===== src/wpf_pkg.sv =====
package wpf_pkg;
    // ============================================================
    // register map (word indices; byte address is index times four)
    localparam int unsigned ADDR_W = 12;
    localparam logic [11:0] CFG_IDX = 12'h0134;
    localparam logic [11:0] STATUS_IDX = 12'h0135;
    localparam logic [11:0] IRQ_STATUS_IDX = 12'h0136;
    localparam logic [11:0] IRQ_MASK_IDX = 12'h0137;
    localparam logic [15:0] CFG_RESET = 16'h1000;
    localparam logic [15:0] CFG_RW_MASK = 16'hF7FF;
    // ============================================================
    // config fields
    localparam int unsigned CFG_LEVEL_CLEAR = 11;
    localparam int unsigned CFG_WIDTH_HI = 10;
    localparam int unsigned CFG_WIDTH_LO = 9;
    localparam int unsigned CFG_STYLE = 8;
    localparam int unsigned CFG_EXT_RX = 7;
    localparam int unsigned CFG_UCAST_EN = 4;
    localparam int unsigned CFG_BCAST_EN = 2;
    localparam int unsigned CFG_PATTERN_EN = 1;
    localparam int unsigned CFG_MAGIC_EN = 0;
    // ============================================================
    // status fields
    localparam int unsigned ST_DELIMITER_ERROR_FLAG = 7;
    localparam int unsigned ST_BAD_CRC = 6;
    localparam int unsigned ST_UCAST = 4;
    localparam int unsigned ST_BCAST = 2;
    localparam int unsigned ST_PATTERN = 1;
    localparam int unsigned ST_MAGIC = 0;
    localparam logic [7:0] ST_USED_MASK = 8'hD7;
    // ============================================================
    // pulse widths in clock cycles
    localparam logic [6:0] PULSE_BASE = 7'h08;
    // ============================================================
    // wake output states
    typedef enum logic [1:0] {
        WPF_IDLE = 2'b00,
        WPF_PULSE = 2'b01,
        WPF_LEVEL = 2'b10
    } wpf_state_e;
endpackage


===== src/wpf_top.sv =====
// Behaviour
// - wake pin pulses when style bit is zero, holds level when one
// - pulse width field selects 8, 16, 32 or 64 clock cycles
// - level held until level-clear bit written; write deasserts, bit self-clears
// - unicast wake enable asserts wake pin on each unicast packet
// - broadcast wake enable asserts wake pin on each broadcast packet
// - pattern wake enable asserts wake pin on pattern-match packet
// - magic wake enable asserts wake pin on magic packet
// - status bit 6 sets on bad CRC packet, clears on status read
// - status bit 4 sets on unicast packet, clears on status read
// - status bit 2 sets on broadcast packet, clears on status read
// - status bit 1 sets on pattern match, clears on status read
// - status bit 0 sets on magic packet, clears on status read
module wpf_top (
    input wire logic i_sys_clk,
    input wire logic i_nrst,
    input wire logic [13:0] i_avs_address,
    input wire logic i_avs_read,
    input wire logic i_avs_write,
    input wire logic [31:0] i_avs_writedata,
    input wire logic [3:0] i_avs_byteenable,
    output logic [31:0] o_avs_readdata,
    output logic o_avs_waitrequest,
    input wire logic i_rx_unicast,
    input wire logic i_rx_broadcast,
    input wire logic i_rx_pattern,
    input wire logic i_rx_magic,
    input wire logic i_rx_bad_crc,
    input wire logic i_rx_delimiter_error_flag,
    output logic o_wake,
    output logic o_irq
);
    // ============================================================
    // bus decode
    logic [11:0] word_idx;
    logic bus_req;
    logic hit_cfg, hit_st, hit_ist, hit_msk;
    logic ack_r, ack_nxt;
    logic wreq_r, wreq_nxt;
    logic [31:0] rdata_r, rdata_nxt;
    logic [15:0] cfg_r, cfg_nxt;
    logic [7:0] status_r, status_nxt;
    logic [7:0] ist_r, ist_nxt;
    logic [7:0] msk_r, msk_nxt;
    logic irq_r, irq_nxt;
    logic [7:0] events;
    logic [7:0] wake_ev;
    logic wake_trig;
    logic do_wr, do_rd;
    logic [15:0] wmask;
    wpf_pkg::wpf_state_e state_r, state_nxt;
    logic [6:0] cnt_r, cnt_nxt;
    logic wake_r, wake_nxt;

    assign word_idx = i_avs_address[13:2];
    assign bus_req = (i_avs_read | i_avs_write) & ~ack_r;
    assign hit_cfg = (word_idx == wpf_pkg::CFG_IDX);
    assign hit_st = (word_idx == wpf_pkg::STATUS_IDX);
    assign hit_ist = (word_idx == wpf_pkg::IRQ_STATUS_IDX);
    assign hit_msk = (word_idx == wpf_pkg::IRQ_MASK_IDX);
    assign do_wr = bus_req & i_avs_write;
    assign do_rd = bus_req & i_avs_read;
    assign wmask = {{8{i_avs_byteenable[1]}}, {8{i_avs_byteenable[0]}}};

    function automatic logic [6:0] pulse_len(input logic [1:0] sel);
        pulse_len = wpf_pkg::PULSE_BASE << sel;
    endfunction

    // ============================================================
    // event vector in status layout
    always_comb begin
        events = 8'h00;
        events[wpf_pkg::ST_DELIMITER_ERROR_FLAG] = i_rx_delimiter_error_flag;
        events[wpf_pkg::ST_BAD_CRC] = i_rx_bad_crc;
        events[wpf_pkg::ST_UCAST] = i_rx_unicast;
        events[wpf_pkg::ST_BCAST] = i_rx_broadcast;
        events[wpf_pkg::ST_PATTERN] = i_rx_pattern;
        events[wpf_pkg::ST_MAGIC] = i_rx_magic;
        wake_ev = 8'h00;
        wake_ev[wpf_pkg::ST_UCAST] = i_rx_unicast & cfg_r[wpf_pkg::CFG_UCAST_EN];
        wake_ev[wpf_pkg::ST_BCAST] = i_rx_broadcast & cfg_r[wpf_pkg::CFG_BCAST_EN];
        wake_ev[wpf_pkg::ST_PATTERN] = i_rx_pattern & cfg_r[wpf_pkg::CFG_PATTERN_EN];
        wake_ev[wpf_pkg::ST_MAGIC] = i_rx_magic & cfg_r[wpf_pkg::CFG_MAGIC_EN];
        wake_trig = |wake_ev;
    end

    // ============================================================
    // registers and bus answer
    always_comb begin
        ack_nxt = bus_req;
        wreq_nxt = ~bus_req;
        rdata_nxt = rdata_r;
        cfg_nxt = cfg_r;
        status_nxt = status_r;
        ist_nxt = ist_r;
        msk_nxt = msk_r;
        if (do_rd) begin
            rdata_nxt = 32'h0000_0000;
            if (hit_cfg) begin
                rdata_nxt[15:0] = cfg_r;
            end else if (hit_st) begin
                rdata_nxt[7:0] = status_r;
                status_nxt = 8'h00;
            end else if (hit_ist) begin
                rdata_nxt[7:0] = ist_r;
            end else if (hit_msk) begin
                rdata_nxt[7:0] = msk_r;
            end
        end
        if (do_wr && hit_cfg) begin
            cfg_nxt = (cfg_r & ~(wmask & wpf_pkg::CFG_RW_MASK))
                    | (i_avs_writedata[15:0] & wmask & wpf_pkg::CFG_RW_MASK);
        end
        if (do_wr && hit_ist && i_avs_byteenable[0]) begin
            ist_nxt = ist_r & ~i_avs_writedata[7:0];
        end
        if (do_wr && hit_msk && i_avs_byteenable[0]) begin
            msk_nxt = i_avs_writedata[7:0] & wpf_pkg::ST_USED_MASK;
        end
        status_nxt = status_nxt | events;
        ist_nxt = ist_nxt | events;
        irq_nxt = |(ist_nxt & msk_nxt);
    end

    always_ff @(posedge i_sys_clk or negedge i_nrst) begin
        if (!i_nrst) begin
            ack_r <= 1'b0;
            wreq_r <= 1'b1;
            rdata_r <= 32'h0000_0000;
            cfg_r <= wpf_pkg::CFG_RESET;
            status_r <= 8'h00;
            ist_r <= 8'h00;
            msk_r <= 8'h00;
            irq_r <= 1'b0;
        end else begin
            ack_r <= ack_nxt;
            wreq_r <= wreq_nxt;
            rdata_r <= rdata_nxt;
            cfg_r <= cfg_nxt;
            status_r <= status_nxt;
            ist_r <= ist_nxt;
            msk_r <= msk_nxt;
            irq_r <= irq_nxt;
        end
    end

    assign o_avs_waitrequest = wreq_r;
    assign o_avs_readdata = rdata_r;
    assign o_irq = irq_r;

    // ============================================================
    // wake output
    logic lvl_clr;
    assign lvl_clr = do_wr && hit_cfg && i_avs_byteenable[1]
                   && i_avs_writedata[wpf_pkg::CFG_LEVEL_CLEAR];

    always_comb begin
        state_nxt = state_r;
        cnt_nxt = cnt_r;
        wake_nxt = wake_r;
        case (state_r)
            wpf_pkg::WPF_IDLE: begin
                wake_nxt = 1'b0;
            end
            wpf_pkg::WPF_PULSE: begin
                if (cnt_r <= 7'h01) begin
                    state_nxt = wpf_pkg::WPF_IDLE;
                    wake_nxt = 1'b0;
                end else begin
                    cnt_nxt = cnt_r - 7'h01;
                end
            end
            wpf_pkg::WPF_LEVEL: begin
                if (lvl_clr) begin
                    state_nxt = wpf_pkg::WPF_IDLE;
                    wake_nxt = 1'b0;
                end
            end
            default: begin
                state_nxt = wpf_pkg::WPF_IDLE;
                wake_nxt = 1'b0;
            end
        endcase
        if (wake_trig) begin
            wake_nxt = 1'b1;
            if (cfg_r[wpf_pkg::CFG_STYLE]) begin
                state_nxt = wpf_pkg::WPF_LEVEL;
            end else begin
                state_nxt = wpf_pkg::WPF_PULSE;
                cnt_nxt = pulse_len(cfg_r[wpf_pkg::CFG_WIDTH_HI:wpf_pkg::CFG_WIDTH_LO]);
            end
        end
    end

    always_ff @(posedge i_sys_clk or negedge i_nrst) begin
        if (!i_nrst) begin
            state_r <= wpf_pkg::WPF_IDLE;
            cnt_r <= 7'h00;
            wake_r <= 1'b0;
        end else begin
            state_r <= state_nxt;
            cnt_r <= cnt_nxt;
            wake_r <= wake_nxt;
        end
    end

    assign o_wake = wake_r;
endmodule // wpf_top


===== config.mk =====
export PLATFORM = sky130hd
export DESIGN_NAME = wpf_top
export DESIGN_NICKNAME = d
export VERILOG_FILES = /design/src/wpf_pkg.sv /design/src/wpf_top.sv
export SDC_FILE = /design/constraint.sdc
export NUM_CORES = 1
export LEC_CHECK = 0
export BUFFER_PORTS_ARGS = -buffer_cell sky130_fd_sc_hd__buf_4
export CAP_MARGIN = 0
export CORE_MARGIN = 2
export CORE_UTILIZATION = 55
export CTS_BUF_LIST = sky130_fd_sc_hd__clkbuf_16
export CTS_CLUSTER_SIZE = 14
export DETAILED_ROUTE_END_ITERATION = 10
export PLACE_DENSITY = 0.82
export SYNTH_ARGS = -nofsm -noshare
export SYNTH_HDL_FRONTEND = slang
export SYNTH_SLANG_ARGS = --single-unit

===== constraint.sdc =====
create_clock -name i_sys_clk -period 4.5 [get_ports i_sys_clk]
set_input_delay 0 -clock i_sys_clk [delete_from_list [all_inputs] [get_ports i_sys_clk]]
set_output_delay 0 -clock i_sys_clk [all_outputs]
set_load 0.1 [all_outputs]

After elaboration in Yosys (flattened, before gate mapping)
Cells that the tools add are included.
W data, S select, Z words.
{"block": "totals", "register_bits": 69, "latch_bits": 0, "ram_bits": 0, "mem_bits_ro": 0, "in_bits": 60, "output_inout_bits": 35, "elab_cells": 77, "n_memories": 0}
{"block": "classes", "addsub": 1, "mul": 0, "n_div": 0, "n_lt_le_gt_ge": 1, "n_eq_ne": 9, "shift": 1, "n_mux": 23, "bitwise": 19, "n_reduce_logical": 12}
{"cell": "$mux W8", "n": 10}
{"cell": "$eq A12 B9 Y1 const B", "n": 4}
{"cell": "$and A16 B16 Y16", "n": 2}
{"cell": "$mux W7", "n": 4}
{"cell": "$and A8 B8 Y8", "n": 2}
{"cell": "$not A16 Y16", "n": 1}
{"cell": "$or A16 B16 Y16", "n": 1}
{"cell": "$or A8 B8 Y8", "n": 2}
{"cell": "$mux W2", "n": 4}
{"cell": "$not A8 Y8", "n": 1}
{"cell": "$reduce_or A8 Y1", "n": 1}
{"cell": "$and A1 B1 Y1", "n": 7}
{"cell": "$le A7 B1 Y1 const B", "n": 1}
{"cell": "$logic_and A1 B1 Y1", "n": 7}
{"cell": "$shl A4 B2 Y7 const A", "n": 1}
{"cell": "$sub A7 B1 Y7 const B", "n": 1}
{"cell": "$ne A3 B3 Y1 const B", "n": 2}
{"cell": "$pmux W2 S3", "n": 1}
{"cell": "$reduce_or A4 Y1", "n": 1}
{"cell": "$mux W1", "n": 3}
{"cell": "$reduce_and A3 Y1", "n": 1}
{"cell": "$eq A2 B1 Y1 const B", "n": 1}
{"cell": "$eq A2 B2 Y1 const B", "n": 1}
{"cell": "$logic_not A2 Y1", "n": 1}
{"cell": "5 further kinds", "n": 6}

Longest topological paths before layout
{"block": "depth", "ltp_word": 9, "mapped_depth": 7, "ltp_nobuf": 7}

Least setup slack after synthesis
No wires, ideal clock.
{"block": "synth_timing", "path_type": "register to register", "start": "register ack_r", "end": "register irq_r (netlist: o_irq)", "setup_ns": 0.129, "t_arrival_ns": 2.310, "required_ns": 4.371, "setup_slack_ns": 2.061, "path_stages_with_launch": 6, "path_buffers": 0, "cell_sequence": "dfrtp_1 -> or3b_2 -> or4_4 -> or3b_1 -> a32o_1 -> a2111o_1"}
{"block": "synth_via", "elab_chain_cells": 9, "word_cells_on_any_way": 12, "classes_between": "mux (2); bitwise (5); reduce/logical (5)"}
{"item": "start: declaration", "line": "wpf_top.sv:38", "rtl": "logic ack_r, ack_nxt;"}
{"item": "start signal: assignment", "line": "wpf_top.sv:136", "rtl": "ack_r <= ack_nxt;"}
{"item": "$not A1 Y1 *", "line": "wpf_top.sv:56", "rtl": "assign bus_req = (i_avs_read | i_avs_write) & ~ack_r;"}
{"item": "$and A1 B1 Y1 *", "line": "wpf_top.sv:56"}
{"item": "$and A1 B1 Y1 *", "line": "wpf_top.sv:61", "rtl": "assign do_wr = bus_req & i_avs_write;"}
{"item": "$logic_and A1 B1 Y1 (2 in a row)", "line": "wpf_top.sv:114", "rtl": "if (do_wr && hit_ist && i_avs_byteenable[0]) begin"}
{"item": "$mux W8", "line": "wpf_top.sv:114"}
{"item": "$or A8 B8 Y8", "line": "wpf_top.sv:121", "rtl": "ist_nxt = ist_nxt | events;"}
{"item": "$and A8 B8 Y8 *", "line": "wpf_top.sv:122", "rtl": "irq_nxt = |(ist_nxt & msk_nxt);"}
{"item": "$reduce_or A8 Y1 *", "line": "wpf_top.sv:122"}
{"item": "via irq_nxt", "line": "wpf_top.sv:45", "rtl": "logic irq_r, irq_nxt;"}
{"item": "end signal: assignment", "line": "wpf_top.sv:143", "rtl": "irq_r <= irq_nxt;"}
{"item": "end: declaration", "line": "wpf_top.sv:45"}
The timed path passes the listed nets; every way through them passes the cells marked *.
A chain may end at the register's enable or synchronous reset.

Worst setup path in the final report
Same ends and word-level chain as after synthesis.

==> run metrics <==
Root Buffer=clkbuf_16; Final min period=2600 ps; area share of the largest cell type after synthesis=51.3%; fmax=385 MHz; layout cells sized above 1=32.4%; post-synthesis adder-cell area fraction=0.815%; Post-synth EDFFs=0; mux contribution to synthesized area=13.2%; max-cap viol count=0; Vias=2301; commonest non-fill, non-tap cell in the layout=dfrtp_1; DRC Markers=0; Top Ports=95; critical path endpoint category=flip-flop; GR peak layer=met2; cts bufs inserted=9; maximum VDD drop=0.319 mV; total track usage=25.0%; Final Instance Area=0.00401 mm2; Placed Instances=375; Critical Path Fanout Max=6; largest net degree at the start of global routing=66; FFs w/ async S/R, synth=100%; met1 Use GR=31.1%; outcome=finished clean; Avg WL per Cell=16.9 um; Post-Syn Area=0.00307 mm2; Non-Filler Instances=415; Final setup viols=0; sequential area share after synthesis=53.1%; Std-Cell Rows=27; RSZ-0062 raised after global routing=no; Mean Syn Cell Area=12.1 um2; Final Cycle Share=57.7%; Post-DP HPWL=4.49 mm; Worst Skew=4.62 ps; Mapped Cells=254; antenna violations before repair=0; WP data arrival=2800 ps; Least-Margin Pin Slew=1140 ps; Die X=78.7 um; xor-xnor portion of the synthesized cell area=1.71%; core area=0.00544 mm2; Routed Antenna Nets=0; IO buf count=57; quantity of gates resized following cts=0; global-route wire length before repair=11.7 mm; via/cell ratio=5.54; Post-Synth Simple-Gate Area=14.1%; CP required=4700 ps; Ys Warns=0; Compound-Gate Fraction of Synth Area=11.3%; H-tree depth=3; drt first pass iters=4; Leak=0.00184 uW; total negative slack=0 ps; Layout Nets=400; GRT met3 Usage=6.25%; #FFs+latches synth=65; commonest non-fill, non-tap cells in the layout=dfrtp_1 (63), buf_4 (58), dlygate4sd3_1 (24); Min-Delay Path Class=in2reg; Placement Cell Area=0.00349 mm2; # diodes=0; most common flop cell mapped by yosys=dfrtp_1; total power=1440 uW; area grow syn2layout=30.7%; Routed WL=7.00 mm; chip height=78.7 um; pwr dens=358 mW/mm2; setup slack at placement=1860 ps; leading area contributor after synthesis=dfrtp_1; kind of critical path=reg2reg; Clock Sinks=65; worst rel slew slack=23.2%; final hold viol count=0; GR Layer Usage met2=42.1%; Max Root-Sink Buffers=2; Clk Latency, worst-skew pair=330 ps; Pins Over Slew Limit=0; grt total ovfl=0; initial core utilization=56.5%; CTS tree=done; CP startpoint kind=flip-flop; die area=0.00620 mm2; Initial DRC Count=185; post-synth cell types=51; Area contributors post-synth=dfrtp_1 (51%), mux2_2 (7.7%), buf_4 (4.4%), mux4_2 (4.4%), a22o_1 (2.6%); clk slew on worst S/H paths=50 ps; number of global-route vias before repair=2437; RD Place Congestion=0.824; fin worst setup slack=1900 ps; main combinational cell family by area after synthesis=simple AND/OR/NAND/NOR gates
[synthesized netlist by cell type (all sizes together) (4+ instances only)]
cell,number
o21ai,9
xor2,5
and2,6
nor4,4
nand3,4
nand2,21
clkbuf,6
buf,19
nor2,12
mux4,6
or3b,5
a21o,7
a22o,9
nand2b,5
dfrtp,63
mux2,22
[per-stage QoR]
step / hold slack [ps] / util, %
detailed placement: 136 / 64.2
finish: 56.4 / 73.8
CTS: 50.5 / 73.8
floorplan: -296 / -
global placement: 130 / 64.2
global route: 73.7 / 73.8
[cells by family (layout without fill, tap and decap cells)]
family	after synthesis	after routing
buffers and inverters	28	101
other	1	17
adders and majority gates	2	2
xor gates and xnor gates	6	6
muxes	30	30
and+or+nand+nor	76	76
AOI/OAI and AO/OA	46	46
DFF	65	65
[area by class of cell]
cell class	count	area, um2
multi-input cells	177	1330
inverters	3	11.3
flip-flops and latches	65	1630
clock inverters	7	55.1
well taps	72	90.1
clock buffers	9	225
fillers	370	1430
repair buffers	82	676
[per-layer routing]
layer / routed length, um / vias to the layer above
met5: 0 / -
met4: 108 / 0
met3: 407 / 11
met2: 3620 / 88
met1: 2870 / 1139
li1: - / 1063
[what timing repair did]
item | in CTS | in global routing
setup buffers | 0 | 0
hold buffers | 24 | 0
hold endpoints to repair | 97 | 0
[where the power goes]
group / leakage, uW / switching (uW) / internal [uW]
Sequential: 0.000797 / 8.68 / 595
Combinational: 0.000894 / 123 / 57.4
Clock: 0.000147 / 236 / 418
[critical path, cell delays in order, from the launching register on]
cell,delay [ps]
dfrtp_1,410
or3b_2,470
or4_4,560
or3b_2,480
a32o_1,260
a2111o_1,290
[path summary, 6_finish.rpt]
check | cells past startpoint | slack, ps | end | startpoint
worst max-delay path | 5 | 1900 | o_irq | ack_r
worst min-delay path | 3 | 60 | o_avs_readdata[3] | i_avs_address[9]
worst max register to register | 5 | 1900 | o_irq | ack_r
worst min register to register | 1 | 480 | status_r[7] | status_r[7]
max in group asynchronous | 2 | 3660 | o_avs_readdata[10] | i_nrst
min in group asynchronous | 2 | 300 | asynchronous set/reset pin | i_nrst
(Power assumes the default switching activity.)
